--- config.mk ---
export PLATFORM = sky130hd
export DESIGN_NAME = nci_host
export DESIGN_NICKNAME = d
export VERILOG_FILES = /design/src/logic/nci_pkg.sv /design/src/logic/nci_strobe_if.sv /design/src/logic/nci_host.sv /design/src/logic/nci_strobe_gen.sv
export SDC_FILE = /design/constraint.sdc
export NUM_CORES = 1
export LEC_CHECK = 0
export ABC_AREA = 1
export BUFFER_PORTS_ARGS = -buffer_cell sky130_fd_sc_hd__clkbuf_2
export CAP_MARGIN = 10
export CORE_ASPECT_RATIO = 0.8
export CORE_MARGIN = 8
export CORE_UTILIZATION = 56
export CTS_CLUSTER_DIAMETER = 60
export DETAILED_ROUTE_END_ITERATION = 8
export PLACE_DENSITY = 0.8
export SETUP_SLACK_MARGIN = 0.3
export SYNTH_ARGS = -nofsm -noshare
export SYNTH_HDL_FRONTEND = slang
export SYNTH_SLANG_ARGS = --single-unit
--- constraint.sdc ---
create_clock -name i_clock -period 1.8 [get_ports i_clock]
set_input_delay 0.27 -clock i_clock [delete_from_list [all_inputs] [get_ports i_clock]]
set_output_delay 0.27 -clock i_clock [all_outputs]
set_load 0.005 [all_outputs]
--- src/logic/nci_pkg.sv ---
// Purpose: constants and types shared by the card host controller
// Assumes: 10 MHz clock, 100 ns period
// Notes:   card pins are asynchronous to us; we pace every edge by cycles
// How it works
// - host raises command latch select only for command bytes
// - host raises address latch select only during address bytes
// - host holds chip enable high over 100 ns to end sequential read
// - host keeps chip enable low while card loads a page
// - chip enable is own select ANDed with ready/busy
// - host programs 512 data bytes, reads back 528 bytes
package nci_pkg;
    localparam int unsigned CLOCK_NS        = 100;
    localparam int unsigned PAGE_LOAD_US    = 12;
    localparam int unsigned RESET_MAX_US    = 500;
    localparam int unsigned BREAK_HOLD_NS   = 100;
    localparam int unsigned LAST_TO_BUSY_NS = 100;
    // longest waits round down, least times round up
    localparam int unsigned BUSY_WAIT_CYC   =
        (RESET_MAX_US * 1000) / CLOCK_NS;
    localparam int unsigned BREAK_CYC       =
        (BREAK_HOLD_NS + CLOCK_NS - 1) / CLOCK_NS + 1;
    localparam int unsigned SETTLE_CYC      =
        (LAST_TO_BUSY_NS + CLOCK_NS - 1) / CLOCK_NS + 1;
    localparam logic [9:0]  PROG_BYTES      = 10'h200;
    localparam logic [9:0]  READ_BYTES      = 10'h210;
    localparam logic [9:0]  ID_BYTES        = 10'h002;
    localparam logic [7:0]  CMD_READ        = 8'h00;
    localparam logic [7:0]  CMD_SEQ_IN      = 8'h80;
    localparam logic [7:0]  CMD_PROG        = 8'h10;
    localparam logic [7:0]  CMD_READ_ID     = 8'h90;
    localparam logic [7:0]  CMD_RESET       = 8'hff;
    localparam logic [2:0]  ADDR_BYTES_PAGE = 3'h4;
    localparam logic [2:0]  ADDR_BYTES_ID   = 3'h1;

    typedef enum logic [1:0]
    {
        OP_READ  = 2'b00,
        OP_PROG  = 2'b01,
        OP_ID    = 2'b10,
        OP_RESET = 2'b11
    } nci_op_type;

    typedef enum logic [3:0]
    {
        ST_IDLE   = 4'b0000,
        ST_CMD    = 4'b0001,
        ST_ADDR   = 4'b0010,
        ST_WAIT   = 4'b0011,
        ST_RDATA  = 4'b0100,
        ST_WDATA  = 4'b0101,
        ST_CMD2   = 4'b0110,
        ST_BUSY   = 4'b0111,
        ST_BREAK  = 4'b1000,
        ST_SETTLE = 4'b1001
    } nci_state_type;

    typedef enum logic [1:0]
    {
        PH_SETUP = 2'b00,
        PH_LOW   = 2'b01,
        PH_HIGH  = 2'b10
    } nci_phase_type;
endpackage

--- src/logic/nci_strobe_if.sv ---
// Purpose: link between sequencer and strobe pulse generator
// Assumes: one clock domain
// Notes:   go is a one-cycle request, done a one-cycle answer
`timescale 1ns/10ps
interface nci_strobe_if;
    logic       go;
    logic       rd;
    logic       done;
    logic       strobe_n;
    modport seq
    (
        output go,
        output rd,
        input  done,
        input  strobe_n
    );
    modport gen
    (
        input  go,
        input  rd,
        output done,
        output strobe_n
    );
endinterface

--- src/logic/nci_host.sv ---
// Purpose: host sequencer that drives a NAND card over its pins
// Assumes: card pins asynchronous to i_clock; ready/busy high = ready
// Notes:   one operation at a time; bytes pass one by one, no buffer
`timescale 1ns/10ps
module nci_host
    import nci_pkg::*;
(
    input  wire logic        i_clock,
    input  wire logic        i_rst,
    input  wire logic        i_start,
    input  wire logic [1:0]  i_op,
    input  wire logic [31:0] i_addr,
    input  wire logic [7:0]  i_wdata,
    output logic             o_wready,
    output logic [7:0]       o_rdata,
    output logic             o_rvalid,
    output logic             o_busy,
    output logic             o_timeout,
    output logic             o_cmd_latch,
    output logic             o_addr_latch,
    output logic             o_chip_enable_n,
    output logic             o_write_strobe_n,
    output logic             o_read_strobe_n,
    output logic [7:0]       o_bus_out,
    output logic             o_bus_oe,
    input  wire logic [7:0]  i_bus_in,
    input  wire logic        i_ready_busy
);
    nci_strobe_if  sif ();
    nci_state_type st_q;
    nci_state_type st_d;
    nci_op_type    op_q;
    nci_op_type    op_d;
    logic [31:0]   addr_q;
    logic [31:0]   addr_d;
    logic [2:0]    acnt_q;
    logic [2:0]    acnt_d;
    logic [9:0]    bcnt_q;
    logic [9:0]    bcnt_d;
    logic [12:0]   wcnt_q;
    logic [12:0]   wcnt_d;
    logic [7:0]    out_q;
    logic [7:0]    out_d;
    logic [7:0]    rdata_q;
    logic [7:0]    rdata_d;
    logic          rvalid_q;
    logic          rvalid_d;
    logic          tout_q;
    logic          tout_d;
    logic          issued_q;
    logic          issued_d;
    logic          sel_n;

    nci_strobe_gen u_strobe
    (
        .i_clock (i_clock),
        .i_rst   (i_rst),
        .s       (sif)
    );

    always_comb
    begin
        st_d     = st_q;
        op_d     = op_q;
        addr_d   = addr_q;
        acnt_d   = acnt_q;
        bcnt_d   = bcnt_q;
        wcnt_d   = wcnt_q;
        out_d    = out_q;
        rdata_d  = rdata_q;
        rvalid_d = 1'b0;
        tout_d   = tout_q;
        issued_d = issued_q;
        sif.go   = 1'b0;
        sif.rd   = 1'b0;
        case (st_q)
            ST_IDLE:
            begin
                if (i_start)
                begin
                    op_d   = nci_op_type'(i_op);
                    addr_d = i_addr;
                    tout_d = 1'b0;
                    st_d   = ST_CMD;
                    issued_d = 1'b0;
                    case (nci_op_type'(i_op))
                        OP_PROG:  out_d = CMD_SEQ_IN;
                        OP_ID:    out_d = CMD_READ_ID;
                        OP_RESET: out_d = CMD_RESET;
                        default:  out_d = CMD_READ;
                    endcase
                end
            end
            ST_CMD, ST_CMD2:
            begin
                sif.go   = !issued_q;
                issued_d = 1'b1;
                if (sif.done)
                begin
                    issued_d = 1'b0;
                    wcnt_d   = 13'h0000;
                    if (st_q == ST_CMD2 || op_q == OP_RESET)
                        st_d = ST_BUSY;
                    else
                    begin
                        st_d   = ST_ADDR;
                        acnt_d = (op_q == OP_ID) ? ADDR_BYTES_ID
                                                 : ADDR_BYTES_PAGE;
                        out_d  = (op_q == OP_ID) ? 8'h00 : addr_q[7:0];
                    end
                end
            end
            ST_ADDR:
            begin
                sif.go   = !issued_q;
                issued_d = 1'b1;
                if (sif.done)
                begin
                    issued_d = 1'b0;
                    addr_d   = {8'h00, addr_q[31:8]};
                    acnt_d   = acnt_q - 3'h1;
                    out_d    = addr_q[15:8];
                    wcnt_d   = 13'h0000;
                    if (acnt_q == 3'h1)
                    begin
                        case (op_q)
                            OP_PROG:
                            begin
                                st_d   = ST_WDATA;
                                bcnt_d = PROG_BYTES;
                            end
                            OP_ID:
                            begin
                                st_d   = ST_RDATA;
                                bcnt_d = ID_BYTES;
                            end
                            default:
                            begin
                                st_d   = ST_SETTLE;
                                bcnt_d = READ_BYTES;
                            end
                        endcase
                    end
                end
            end
            ST_SETTLE:
            begin
                // give the card time to pull busy low before we trust it
                wcnt_d = wcnt_q + 13'h0001;
                if (wcnt_q == 13'(SETTLE_CYC))
                begin
                    st_d   = ST_WAIT;
                    wcnt_d = 13'h0000;
                end
            end
            ST_WAIT, ST_BUSY:
            begin
                wcnt_d = wcnt_q + 13'h0001;
                if (i_ready_busy)
                    st_d = (st_q == ST_WAIT) ? ST_RDATA : ST_IDLE;
                else if (wcnt_q == 13'(BUSY_WAIT_CYC))
                begin
                    tout_d = 1'b1;
                    st_d   = ST_IDLE;
                end
            end
            ST_WDATA:
            begin
                sif.go   = !issued_q && !issued_d;
                if (!issued_q)
                begin
                    out_d    = i_wdata;
                    sif.go   = 1'b1;
                    issued_d = 1'b1;
                end
                if (sif.done)
                begin
                    issued_d = 1'b0;
                    bcnt_d   = bcnt_q - 10'h001;
                    if (bcnt_q == 10'h001)
                    begin
                        st_d  = ST_CMD2;
                        out_d = CMD_PROG;
                    end
                end
            end
            ST_RDATA:
            begin
                sif.rd   = 1'b1;
                sif.go   = !issued_q;
                issued_d = 1'b1;
                // take the byte while the strobe is low: the card
                // floats the bus soon after the strobe rises
                if (!sif.strobe_n)
                    rdata_d = i_bus_in;
                if (sif.done)
                begin
                    issued_d = 1'b0;
                    rvalid_d = 1'b1;
                    bcnt_d   = bcnt_q - 10'h001;
                    wcnt_d   = 13'h0000;
                    if (bcnt_q == 10'h001)
                        st_d = ST_BREAK;
                end
            end
            ST_BREAK:
            begin
                wcnt_d = wcnt_q + 13'h0001;
                if (wcnt_q == 13'(BREAK_CYC))
                    st_d = ST_IDLE;
            end
            default: st_d = ST_IDLE;
        endcase
    end

    always_ff @(posedge i_clock)
    begin
        if (i_rst)
        begin
            st_q     <= ST_IDLE;
            op_q     <= OP_READ;
            addr_q   <= 32'h00000000;
            acnt_q   <= 3'h0;
            bcnt_q   <= 10'h000;
            wcnt_q   <= 13'h0000;
            out_q    <= 8'h00;
            rdata_q  <= 8'h00;
            rvalid_q <= 1'b0;
            tout_q   <= 1'b0;
            issued_q <= 1'b0;
        end
        else
        begin
            st_q     <= st_d;
            op_q     <= op_d;
            addr_q   <= addr_d;
            acnt_q   <= acnt_d;
            bcnt_q   <= bcnt_d;
            wcnt_q   <= wcnt_d;
            out_q    <= out_d;
            rdata_q  <= rdata_d;
            rvalid_q <= rvalid_d;
            tout_q   <= tout_d;
            issued_q <= issued_d;
        end
    end

    // own select high only in idle and break; card busy pulls enable low
    assign sel_n            = (st_q == ST_IDLE) || (st_q == ST_BREAK);
    assign o_chip_enable_n  = sel_n & i_ready_busy;
    assign o_cmd_latch      = (st_q == ST_CMD) ||
                              (st_q == ST_CMD2);
    assign o_addr_latch     = st_q == ST_ADDR;
    assign o_write_strobe_n = sif.rd | sif.strobe_n;
    assign o_read_strobe_n  = !sif.rd | sif.strobe_n;
    assign o_bus_out        = out_q;
    assign o_bus_oe         = (st_q == ST_CMD) || (st_q == ST_CMD2) ||
                              (st_q == ST_ADDR) || (st_q == ST_WDATA);
    assign o_wready         = (st_q == ST_WDATA) && !issued_q;
    assign o_rdata          = rdata_q;
    assign o_rvalid         = rvalid_q;
    assign o_busy           = st_q != ST_IDLE;
    assign o_timeout        = tout_q;

    property p_no_read_while_busy;
        @(posedge i_clock) disable iff (i_rst)
        !o_read_strobe_n |-> i_ready_busy;
    endproperty
    a_no_read_while_busy: assert property (p_no_read_while_busy)
        else $error("read strobe while card busy");

    property p_ce_low_loading;
        @(posedge i_clock) disable iff (i_rst)
        !i_ready_busy |-> !o_chip_enable_n;
    endproperty
    a_ce_low_loading: assert property (p_ce_low_loading)
        else $error("chip enable high during page load");

    property p_latch_exclusive;
        @(posedge i_clock) disable iff (i_rst)
        !(o_cmd_latch && o_addr_latch);
    endproperty
    a_latch_exclusive: assert property (p_latch_exclusive)
        else $error("both latch selects high");

    property p_addr_needs_drive;
        @(posedge i_clock) disable iff (i_rst)
        !o_write_strobe_n |-> o_bus_oe;
    endproperty
    a_addr_needs_drive: assert property (p_addr_needs_drive)
        else $error("write strobe without bus drive");

    property p_read_undriven;
        @(posedge i_clock) disable iff (i_rst)
        !o_read_strobe_n |-> !o_bus_oe && !o_cmd_latch && !o_addr_latch;
    endproperty
    a_read_undriven: assert property (p_read_undriven)
        else $error("bus driven during read strobe");

    property p_break_hold;
        @(posedge i_clock) disable iff (i_rst)
        (st_q == ST_RDATA && st_d == ST_BREAK) |=>
            (o_chip_enable_n || !i_ready_busy)[*2];
    endproperty
    a_break_hold: assert property (p_break_hold)
        else $error("select not held high after last read");

    property p_read_byte_count;
        @(posedge i_clock) disable iff (i_rst)
        (st_q == ST_ADDR && st_d == ST_SETTLE) |=> bcnt_q == READ_BYTES;
    endproperty
    a_read_byte_count: assert property (p_read_byte_count)
        else $error("page read count wrong");

    property p_strobe_to_data;
        @(posedge i_clock) disable iff (i_rst)
        $rose(o_read_strobe_n) |=> o_rvalid;
    endproperty
    a_strobe_to_data: assert property (p_strobe_to_data)
        else $error("read byte not presented");

    c_read: cover property (@(posedge i_clock) st_q == ST_BREAK);
    c_prog: cover property (@(posedge i_clock) st_q == ST_CMD2);
    c_reset: cover property
        (@(posedge i_clock) st_q == ST_BUSY && op_q == OP_RESET);
    c_tout: cover property (@(posedge i_clock) $rose(o_timeout));
endmodule

--- src/logic/nci_strobe_gen.sv ---
// Purpose: one write or read strobe pulse per request
// Assumes: 100 ns clock gives 100 ns setup, low and high phases
// Notes:   every phase one cycle plus an idle request cycle, so cycle time 400 ns meets the card
`timescale 1ns/10ps
module nci_strobe_gen
    import nci_pkg::*;
(
    input  wire logic i_clock,
    input  wire logic i_rst,
    nci_strobe_if.gen s
);
    nci_phase_type ph_q;
    nci_phase_type ph_d;
    logic          busy_q;
    logic          busy_d;

    always_comb
    begin
        ph_d   = ph_q;
        busy_d = busy_q;
        if (!busy_q && s.go)
        begin
            busy_d = 1'b1;
            ph_d   = PH_SETUP;
        end
        else if (busy_q)
        begin
            case (ph_q)
                PH_SETUP: ph_d = PH_LOW;
                PH_LOW:   ph_d = PH_HIGH;
                PH_HIGH:  busy_d = 1'b0;
                default:  busy_d = 1'b0;
            endcase
        end
    end

    always_ff @(posedge i_clock)
    begin
        if (i_rst)
        begin
            ph_q   <= PH_SETUP;
            busy_q <= 1'b0;
        end
        else
        begin
            ph_q   <= ph_d;
            busy_q <= busy_d;
        end
    end

    assign s.strobe_n = !(busy_q && ph_q == PH_LOW);
    assign s.done     = busy_q && ph_q == PH_HIGH;

    property p_strobe_one_cycle;
        @(posedge i_clock) disable iff (i_rst)
        $fell(s.strobe_n) |=> s.strobe_n && s.done;
    endproperty
    a_strobe_one_cycle: assert property (p_strobe_one_cycle)
        else $error("strobe low not one cycle");
endmodule

==> results by group, run 1 <==
Critical path
  • Worst R2R Setup Slack: -0.22 ns
  • CP Launch Point: st_q[1]$_SDFFE_PP0P_
  • Worst path slowest cell: dfxtp_4
  • Arrival @ worst endpoint: around 2.3 ns
  • WP data required: 2.06 ns
  • Worst R2R Start: st_q[1]$_SDFFE_PP0P_
  • CP cell instances: inv_4 > nor2_4 > nand2_2 > buf_12 > nor2_1 > a31oi_1 > nand3_1 > nor2_1 > nor2_1
  • Worst setup SP type: register
  • Critical Path Fanout Max: 22
  • CP Buf/Inv Count: 2
  • Element type at the critical path end: register
  • Crit path kind: register to register
  • Delay-heaviest family, CP: simple AND/OR/NAND/NOR gates
  • Most used cell, CP: nor2_1
  • Max stage delay on crit path: around 0.40 ns

Clocking
  • CTS Buf Count: 9
  • Root Buffer: clkbuf_8
  • Worst-skew pair later-pin latency: roughly 0.37 ns
  • CTS hold repair buffers: 0
  • Clk sink count: between 80 and 90
  • Reg clk slew, reported paths: 0.09 ns
  • H-tree Lvls: 3
  • CTS tree: yes
  • Longest Clk Path Bufs: 2

Synth
  • Synth warn: 0
  • Syn Inst Count: roughly 720
  • Post-Syn Area: 4630 um2
  • Largest cells by area after synthesis: dfxtp_1, nand2_1, nor2_1
  • Synthesis-stage register bit count: between 80 and 90
  • Synth Flop Type: dfxtp_1
  • Asr flop ratio synth: 0%
  • Share of the synthesized area in the top cell type: a little under two fifths
  • Syn nets: approximately 780
  • Netlist cell types: 34
  • EDFF count, synth: 0
  • Synth Area per Inst: around 6.5 um2
  • Seq/Total Area, Yosys: 37.2%
  • Synth area leader: dfxtp_1

Power
  • Sw Ratio: 47.2%
  • Power Dens Cells: ~1500 nW/um2
  • Power, Total: roughly 11000 uW
  • Int Pwr: between 5000 and 6000 uW
  • Clock power share: around 15%
  • Psw: ~5100 uW
  • Combinational fraction of design power: between 50 and 60%
  • Pleak: 0.00300 uW
  • Peak supply drop: about 0.94 mV
  • Flop pwr share: a little over a quarter

STA
  • Fin. Hold Viols: 0
  • Fmax: between 400 and 500 MHz
  • Final setup vio count: 4
  • Worst Max-Slew Pin Slew: 0.578 ns
  • Worst setup margin: -0.216 ns
  • Slew HR: around three fifths
  • RSZ-0062 raised after global routing: true
  • Crit path time final: 2.02 ns
  • Max-slew violations: 0
  • Final cycle utilization of the critical path: 112%
  • Final Skew: ~0.011 ns

Status
  • Failing checks: setup timing
  • Status: complete, but fails checks

Die
  • Die area: between 10000 and 15000 um2
  • Core area: about 8000 um2
  • Top-level I/O count: 80
  • Die W: ~120 um
  • Placement Rows: 29
  • Die height: ~97 um
  • Initial Util: about three fifths

Route
  • Routed WL: 20.2 mm
  • DRC viols: 0
  • Routed vias: 6171
  • DR iter-0 viols: between 800 and 900
  • Vias per Instance: roughly 6.3
  • Post-route ant nets: 0
  • Routed len/inst: ~21 um
  • Drt pass-1 iters: 9

Layout
  • Non-Filler Instances: 974
  • Share of cells above drive strength 1: 40.2%
  • Area growth syn-to-layout: 49.7%
  • Fillers: approximately 380
  • Total Nets Final: 925
  • Fin util: approximately 87%
  • Most frequent cells in the layout: nand2_1, nor2_1, clkbuf_2
  • Most common cell after layout, fill and taps aside: nand2_1
  • N_diodes: 0

Hold path
  • Hold Path Class: primary input to register
  • Worst Hold Launch: i_addr[13]

Place
  • Port Buffer Count: 79
  • Placed Cells: about 900
  • Hpwl dp: 9.56 mm
  • Placer congestion estimate: approximately 0.9

Global routing
  • Antenna violations before repair: 0
  • All-layer global routing usage: about a quarter
  • First-pass GRT wire length: 25.1 mm
  • Largest net degree at the start of global routing: between 40 and 50
  • Vias in the first global route: around 5300
  • Total grt overflow: 0

Job
  • Max-cap viol count: 0
## metal layers
| metal | global-route usage [%] | share of wire, % | wire length, um | up-vias |
|---|---|---|---|---|
| met5 | 0 | 0 | 0 | - |
| met4 | 10.7 | 8.1 | 1640 | 0 |
| li1 | - | - | - | 2631 |
| met2 | 41.0 | 43 | 8680 | 577 |
| met3 | 8.42 | 15 | 2960 | 213 |
| met1 | 32.4 | 34 | 6950 | 2750 |
## synthesized netlist by cell type (2+ instances only)
master    number
nand2_1      169
nor2_1       113
dfxtp_1       86
inv_1         63
a21oi_1       55
nand3_1       52
o21ai_0       47
a31oi_1       22
clkbuf_1      19
buf_2         10
ha_1          10
nor3_1         9
a211oi_1       8
xor2_1         8
o21ai_1        7
inv_2          6
nand4_1        5
nor2_2         4
nor3b_1        3
buf_1          2
clkinv_1       2
nand2_2        2
nand3b_1       2
or2_2          2
xnor2_1        2
## sequential cells by signal (all words and copies together) (netlist names), 2 cells and up
register       cells
acnt_q             3
addr_q            32
bcnt_q            10
o_bus_out          8
o_rdata            8
op_q               2
st_q               4
u_strobe.ph_q      2
wcnt_q            13
## final cells by class
cell class	count	area [um2]	area share (%)
inverters	71	305	4.40
repair buffers	162	1230	17.7
clock inverters	7	104	1.50
multi-input cells	530	3270	47.1
well taps	108	135	1.95
flip-flops and latches	86	1750	25.2
repair inverters	1	16.3	0.234
clock buffers	9	124	1.79
## timing repair
action	in CTS	in global routing
setup endpoints to repair	84	93
pin swaps	21	46
resized for setup	124	149
setup buffers	30	20
gates cloned	4	3
## tightest hold or removal path: stages
cell	delay, ns
clkbuf_2	0.08
nand2_1	0.05
a31oi_1	0.07
## per-stage QoR
stage	TNS, ns	setup slack [ns]	hold WS, ns	instance area (um2)
final	-0.373	-0.216	0.134	6940
after global routing	-1.42	-0.290	0.139	6940
after CTS	0	0.142	0.131	6220
after detailed placement	-0.0108	-0.0108	0.455	5270
after global placement	0	0.0846	0.450	5270
after floorplan	0	0.295	0.405	4640
## final timing paths
path / end / cells after the start
worst max-delay path: o_bus_out[1]$_SDFFE_PP0P_ / 9
worst min-delay path: addr_q[13]$_SDFFE_PP0P_ / 3
worst max register to register: o_bus_out[1]$_SDFFE_PP0P_ / 9
worst min register to register: addr_q[26]$_SDFFE_PP0P_ / 2
## power by group through the flow
stage                     registers, uW  clock network [uW]  logic, uW
after global routing               2830                1650       6650
after CTS                          2710                1560       4470
after detailed placement           2680                   0       3380
after global placement             2660                   0       3300
final                              2800                1570       6350
after floorplan                    2610                   0       2420
## kinds of logic (layout without fill, tap and decap cells)
| family | count (synthesis) | in the layout | synth area share [%] |
|---|---|---|---|
| adders and majority gates | 10 | 10 | 2.70 |
| muxes | 1 | 1 | 0.216 |
| xor gates and xnor gates | 10 | 10 | 1.89 |
| and+or+nand+nor | 364 | 366 | 32.6 |
| DFF | 86 | 86 | 37.2 |
| AOI/OAI and AO/OA | 143 | 143 | 16.7 |
| buffers and inverters | 103 | 250 | 8.70 |
Power figures use the tool's default switching activity.
==> run 2: changes to the inputs <==
--- a/config.mk
+++ b/config.mk
@@ -6,15 +6,16 @@
 export NUM_CORES = 1
 export LEC_CHECK = 0
 export ABC_AREA = 1
-export BUFFER_PORTS_ARGS = -buffer_cell sky130_fd_sc_hd__clkbuf_2
+export BUFFER_PORTS_ARGS = -buffer_cell sky130_fd_sc_hd__buf_2
 export CAP_MARGIN = 10
 export CORE_ASPECT_RATIO = 0.8
 export CORE_MARGIN = 8
 export CORE_UTILIZATION = 56
 export CTS_CLUSTER_DIAMETER = 60
 export DETAILED_ROUTE_END_ITERATION = 8
-export PLACE_DENSITY = 0.8
+export PLACE_DENSITY = 0.76
 export SETUP_SLACK_MARGIN = 0.3
 export SYNTH_ARGS = -nofsm -noshare
 export SYNTH_HDL_FRONTEND = slang
 export SYNTH_SLANG_ARGS = --single-unit
+export TNS_END_PERCENT = 20
==> results by group, run 2 (synthesized netlist as in run 1, its figures left out) <==
Critical path
  • CP cell instances: buf_6 > nor2_4 > nand2_2 > buf_8 > o21ai_0 > nand2_1 > inv_2 > o21ai_0 > a21oi_1
  • Most used cell, CP: o21ai_0
  • Crit path kind: register to register
  • Arrival @ worst endpoint: roughly 2 ns
  • Worst path slowest cell: dfxtp_4
  • Worst R2R Setup Slack: 0.07 ns
  • Max stage delay on crit path: 0.38 ns
  • Critical Path Fanout Max: 23
  • WP data required: between 2 and 2.5 ns
  • Worst setup SP type: register
  • Element type at the critical path end: register

Route
  • DR iter-0 viols: a little under 400
  • Vias per Instance: around 5.6
  • Post-route ant nets: 0
  • Routed vias: roughly 5300
  • Routed WL: about 15 mm
  • Routed len/inst: 15.5 um
  • DRC viols: 0
  • Drt pass-1 iters: 5

Global routing
  • First-pass GRT wire length: ~22 mm
  • Total grt overflow: 0
  • Largest net degree at the start of global routing: slightly above 40
  • All-layer global routing usage: about 23%
  • Antenna violations before repair: 0
  • Vias in the first global route: ~4800

STA
  • Final setup vio count: 0
  • Final cycle utilization of the critical path: a little over nine tenths
  • Crit path time final: approximately 1.7 ns
  • RSZ-0062 raised after global routing: true
  • Slew HR: between 60% and 70%
  • Max-slew violations: 0
  • Worst Max-Slew Pin Slew: 0.491 ns
  • Fmax: about 580 MHz
  • Worst setup margin: 0.0711 ns
  • Fin. Hold Viols: 0
  • Final Skew: around 0.016 ns

Layout
  • Most common cell after layout, fill and taps aside: nand2_1
  • Most frequent cells in the layout: nand2_1, nor2_1, dfxtp_1
  • Largest registers: addr_q: 32 flops, wcnt_q: 13 flops, bcnt_q: 10 flops
  • Share of cells above drive strength 1: 26.8%
  • Fin util: approximately 76%
  • Max reg flops: 32
  • Total Nets Final: between 800 and 900
  • Area growth syn-to-layout: 31.4%
  • Largest Register: addr_q
  • N_diodes: 0

Clocking
  • Worst-skew pair later-pin latency: roughly 0.37 ns
  • CTS Buf Count: 9
  • Longest Clk Path Bufs: 2
  • CTS hold repair buffers: 0
  • CTS tree: yes
  • Clk sink count: between 80 and 90
  • H-tree Lvls: 3
  • Reg clk slew, reported paths: approximately 0.090 ns
  • Root Buffer: clkbuf_8

Die
  • Core area: ~8000 um2
  • Die W: ~120 um
  • Die height: ~100 um
  • Initial Util: ~58%
  • Placement Rows: 29
  • Top-level I/O count: 80
  • Die area: 11500 um2

Place
  • Placer congestion estimate: around 0.91
  • Dpl ws: approximately 0.006 ns
  • Hpwl dp: about 9.5 mm
  • Port Buffer Count: about 80

Power
  • Power Dens Cells: 1430 nW/um2
  • Peak supply drop: approximately 0.8 mV
  • Pleak: ~0.0027 uW

Hold path
  • Hold Path Class: primary input to register

Job
  • Max-cap viol count: 0

Status
  • Status: finished clean
[run 2: changes by cell type in the layout (fill, tap and decap cells not counted), moves of 9 or more]
| cell | before | now |
|---|---|---|
| a21oi_1 | 39 | 55 |
| nor2_1 | 90 | 100 |
| buf_2 | 2 | 77 |
| a21oi_2 | 15 | 1 |
| nand2_2 | 27 | 5 |
| nand3_1 | 39 | 48 |
| nand2_1 | 129 | 158 |
| clkbuf_2 | 76 | 0 |
| o21ai_0 | 36 | 45 |
| buf_6 | 26 | 11 |
[run 2: worst max-delay path, delay by kind of cell (launching register included)]
family	cells	cell delay, ns
buffers and inverters	3	0.43
AOI/OAI and AO/OA	3	0.34
and+or+nand+nor	3	0.50
DFF	1	0.38
[run 2: layout make-up]
cell class	count	area [um2]
Timing Repair Buffer	138	1000
Sequential cell	86	1740
Inverter	71	280
Fill cell	626	1900
Clock buffer	9	124
Tap cell	108	135
Clock inverter	7	80.1
Multi-Input combinational cell	528	2730
[run 2: through the flow]
stage | total power (uW) | hold slack [ns] | std cells | instance area (um2) | setup TNS, ns
after floorplan | 5030 | 0.405 | 717 | 4640 | 0
after global placement | 5910 | 0.449 | 900 | 5250 | 0
after detailed placement | 6040 | 0.458 | 900 | 5250 | 0
after CTS | 7910 | 0.135 | 934 | 5750 | 0
after global routing | 9260 | 0.137 | 947 | 6090 | -0.00124
final | 8700 | 0.147 | 947 | 6090 | 0
[run 2: path summary, 6_finish.rpt]
check,startpoint,to,cells after the start
setup / recovery,st_q[0]$_SDFFE_PP0P_,acnt_q[2]$_SDFFE_PP0P_,9
hold / removal,i_addr[6],addr_q[6]$_SDFFE_PP0P_,3
hold reg to reg,addr_q[25]$_SDFFE_PP0P_,addr_q[25]$_SDFFE_PP0P_,2
setup reg to reg,st_q[0]$_SDFFE_PP0P_,acnt_q[2]$_SDFFE_PP0P_,9
[run 2: what timing repair did]
item,CTS,global route
gates resized for setup,44,53
cloned,0,5
endpoints found under the setup margin,92,93
pin swaps,10,9
buffers inserted,18,8
[run 2: where the power goes]
part	leakage, uW	switching [uW]	total, uW	internal, uW
clock network	0.000102	775	1440	661
logic	0.00193	2690	4530	1850
registers	0.000707	354	2730	2370
total	0.00274	3810	8700	4880
[run 2: layer usage]
layer	up-vias	part of all wire, %	wire length, um	track usage, %
met5	-	0	0	0
met4	0	2.0	291	4.81
met3	29	8.5	1250	6.45
met2	263	46	6810	35.9
met1	2427	43	6330	31.0
li1	2576	-	-	-
==> run 3: changes to the inputs <==
--- a/config.mk
+++ b/config.mk
@@ -9,11 +9,12 @@
 export BUFFER_PORTS_ARGS = -buffer_cell sky130_fd_sc_hd__buf_2
 export CAP_MARGIN = 10
 export CORE_ASPECT_RATIO = 0.8
-export CORE_MARGIN = 8
-export CORE_UTILIZATION = 56
+export CORE_MARGIN = 1.5
+export CORE_UTILIZATION = 50
 export CTS_CLUSTER_DIAMETER = 60
 export DETAILED_ROUTE_END_ITERATION = 8
-export PLACE_DENSITY = 0.76
+export PLACE_DENSITY = 0.68
+export RECOVER_POWER = 50
 export SETUP_SLACK_MARGIN = 0.3
 export SYNTH_ARGS = -nofsm -noshare
 export SYNTH_HDL_FRONTEND = slang
==> results by group, run 3 (synthesized netlist as in run 1, its figures left out) <==
Global routing
  • Vias in the first global route: between 4000 and 5000
  • First-pass GRT wire length: 23.1 mm
  • Antenna violations before repair: 0
  • All-layer global routing usage: around 29%
  • Total grt overflow: 0
  • Largest net degree at the start of global routing: 41

Power
  • Power Dens Cells: between 1500 and 2000 nW/um2
  • Pleak: ~0.0029 uW
  • Peak supply drop: around 0.80 mV

Layout
  • Share of cells above drive strength 1: roughly 30%
  • Largest Register: addr_q
  • Non-Filler Instances: 968
  • Fillers: around 710
  • Area growth syn-to-layout: 40.9%
  • Most frequent cells in the layout: nand2_1, nor2_1, dfxtp_1
  • Largest registers: addr_q: 32 flops, wcnt_q: 13 flops, bcnt_q: 10 flops
  • Total Nets Final: about 900
  • N_diodes: 0
  • Post-route cell area: roughly 6500 um2
  • Most common cell after layout, fill and taps aside: nand2_1
  • Max reg flops: 32

STA
  • Final Skew: between 0.007 and 0.008 ns
  • Worst Max-Slew Pin Slew: between 0.3 and 0.4 ns
  • RSZ-0062 raised after global routing: true
  • Fin. Hold Viols: 0
  • Max-slew violations: 0
  • Setup TNS: 0 ns
  • Smallest hold slack: roughly 0.17 ns
  • Crit path time final: between 1.5 and 2 ns
  • Fmax: about 570 MHz
  • Worst setup margin: 0.0453 ns
  • Final cycle utilization of the critical path: just under 100%
  • Slew HR: 75.0%
  • Final setup vio count: 0

Status
  • Status: finished clean

Place
  • Port Buffer Count: 79
  • Hpwl dp: 9.11 mm
  • Placed Area: around 5300 um2
  • Placer congestion estimate: ~1.0
  • Dpl ws: -0.0136 ns
  • Placed Cells: just over 900

Clocking
  • Worst-skew pair later-pin latency: around 0.34 ns
  • CTS Buf Count: 9
  • Clk sink count: 86
  • Root Buffer: clkbuf_16
  • Longest Clk Path Bufs: 2
  • Reg clk slew, reported paths: around 0.07 ns
  • CTS tree: yes
  • H-tree Lvls: 3
  • CTS hold repair buffers: 0

Route
  • Routed vias: 5523
  • DRC viols: 0
  • DR iter-0 viols: between 600 and 700
  • Drt pass-1 iters: 7
  • Routed WL: around 16 mm
  • Routed len/inst: about 16 um
  • Post-route ant nets: 0
  • Vias per Instance: around 5.7

Die
  • Core area: ~9000 um2
  • Die W: between 100 and 150 um
  • Placement Rows: 31
  • Die area: 9860 um2
  • Initial Util: approximately 50%
  • Top-level I/O count: 80
  • Die height: 89.1 um

Critical path
  • Worst path slowest cell: dfxtp_4
  • CP cell instances: inv_4 > nor2_4 > nand2_2 > nand2_4 > buf_6 > nor2_4 > inv_4 > buf_6 > nand2_2 > nand3_1 > nand2_1 > nand2_1 > nor2_1
  • Worst setup SP type: register
  • Critical Path Fanout Max: 6
  • Arrival @ worst endpoint: around 2.0 ns
  • Crit path kind: register to register
  • WP data required: between 2 and 2.5 ns
  • Max stage delay on crit path: around 0.43 ns
  • Element type at the critical path end: register

Hold path
  • Hold Path Class: primary input to register

Job
  • Max-cap viol count: 0
run 3: critical path: cells and delay by family (launching register included):
| kind | cells | cell delay (ns) |
|---|---|---|
| DFF | 1 | 0.43 |
| buffers and inverters | 4 | 0.40 |
| and+or+nand+nor | 9 | 0.81 |
run 3: where the power goes:
group          internal (uW)  total (uW)  leakage, uW  switching (uW)
combinational           2110        5240      0.00201            3130
sequential              2370        2690     0.000706             321
clock                   1150        1940     0.000152             786
total                   5630        9870      0.00287            4240
run 3: worst paths after layout:
kind / endpoint / startpoint / slack [ns] / depth (start not counted)
max: wcnt_q[11]$_SDFFE_PP0P_ / st_q[1]$_SDFFE_PP0P_ / 0.05 / 13
min: addr_q[5]$_SDFFE_PP0P_ / i_addr[5] / 0.17 / 3
min reg2reg: addr_q[29]$_SDFFE_PP0P_ / addr_q[29]$_SDFFE_PP0P_ / 0.46 / 2
max reg2reg: wcnt_q[11]$_SDFFE_PP0P_ / st_q[1]$_SDFFE_PP0P_ / 0.05 / 13
run 3: metrics by stage:
step / total power, uW / utilization, %
after floorplan: 5030 / -
after global placement: 5970 / 58.3
after detailed placement: 6050 / 58.3
after CTS: 8970 / 68.4
after global routing: 10400 / 72.2
final: 9870 / 72.2
run 3: what timing repair did:
item,4_1_cts,5_1_grt
endpoints found under the setup margin,90,92
resized for setup,82,78
setup buffers,25,9
gates cloned,7,1
pin swaps,16,9
run 3: area by class of cell:
type                            count  area [um2]  share of cell area (%)
Clock buffer                       11         253                    3.87
Clock inverter                      5        56.3                   0.863
Inverter                           71         285                    4.37
Multi-Input combinational cell    530        2920                    44.8
Sequential cell                    86        1740                    26.6
Tap cell                          115         144                    2.20
Timing Repair Buffer              150        1130                    17.3
run 3: routing by layer:
metal / GRT usage (%) / vias up / part of all wire, %
li1: - / 2609 / -
met1: 38.3 / 2537 / 42
met2: 47.3 / 307 / 45
met3: 6.85 / 70 / 9.4
met4: 11.0 / 0 / 3.7
met5: 0 / - / 0
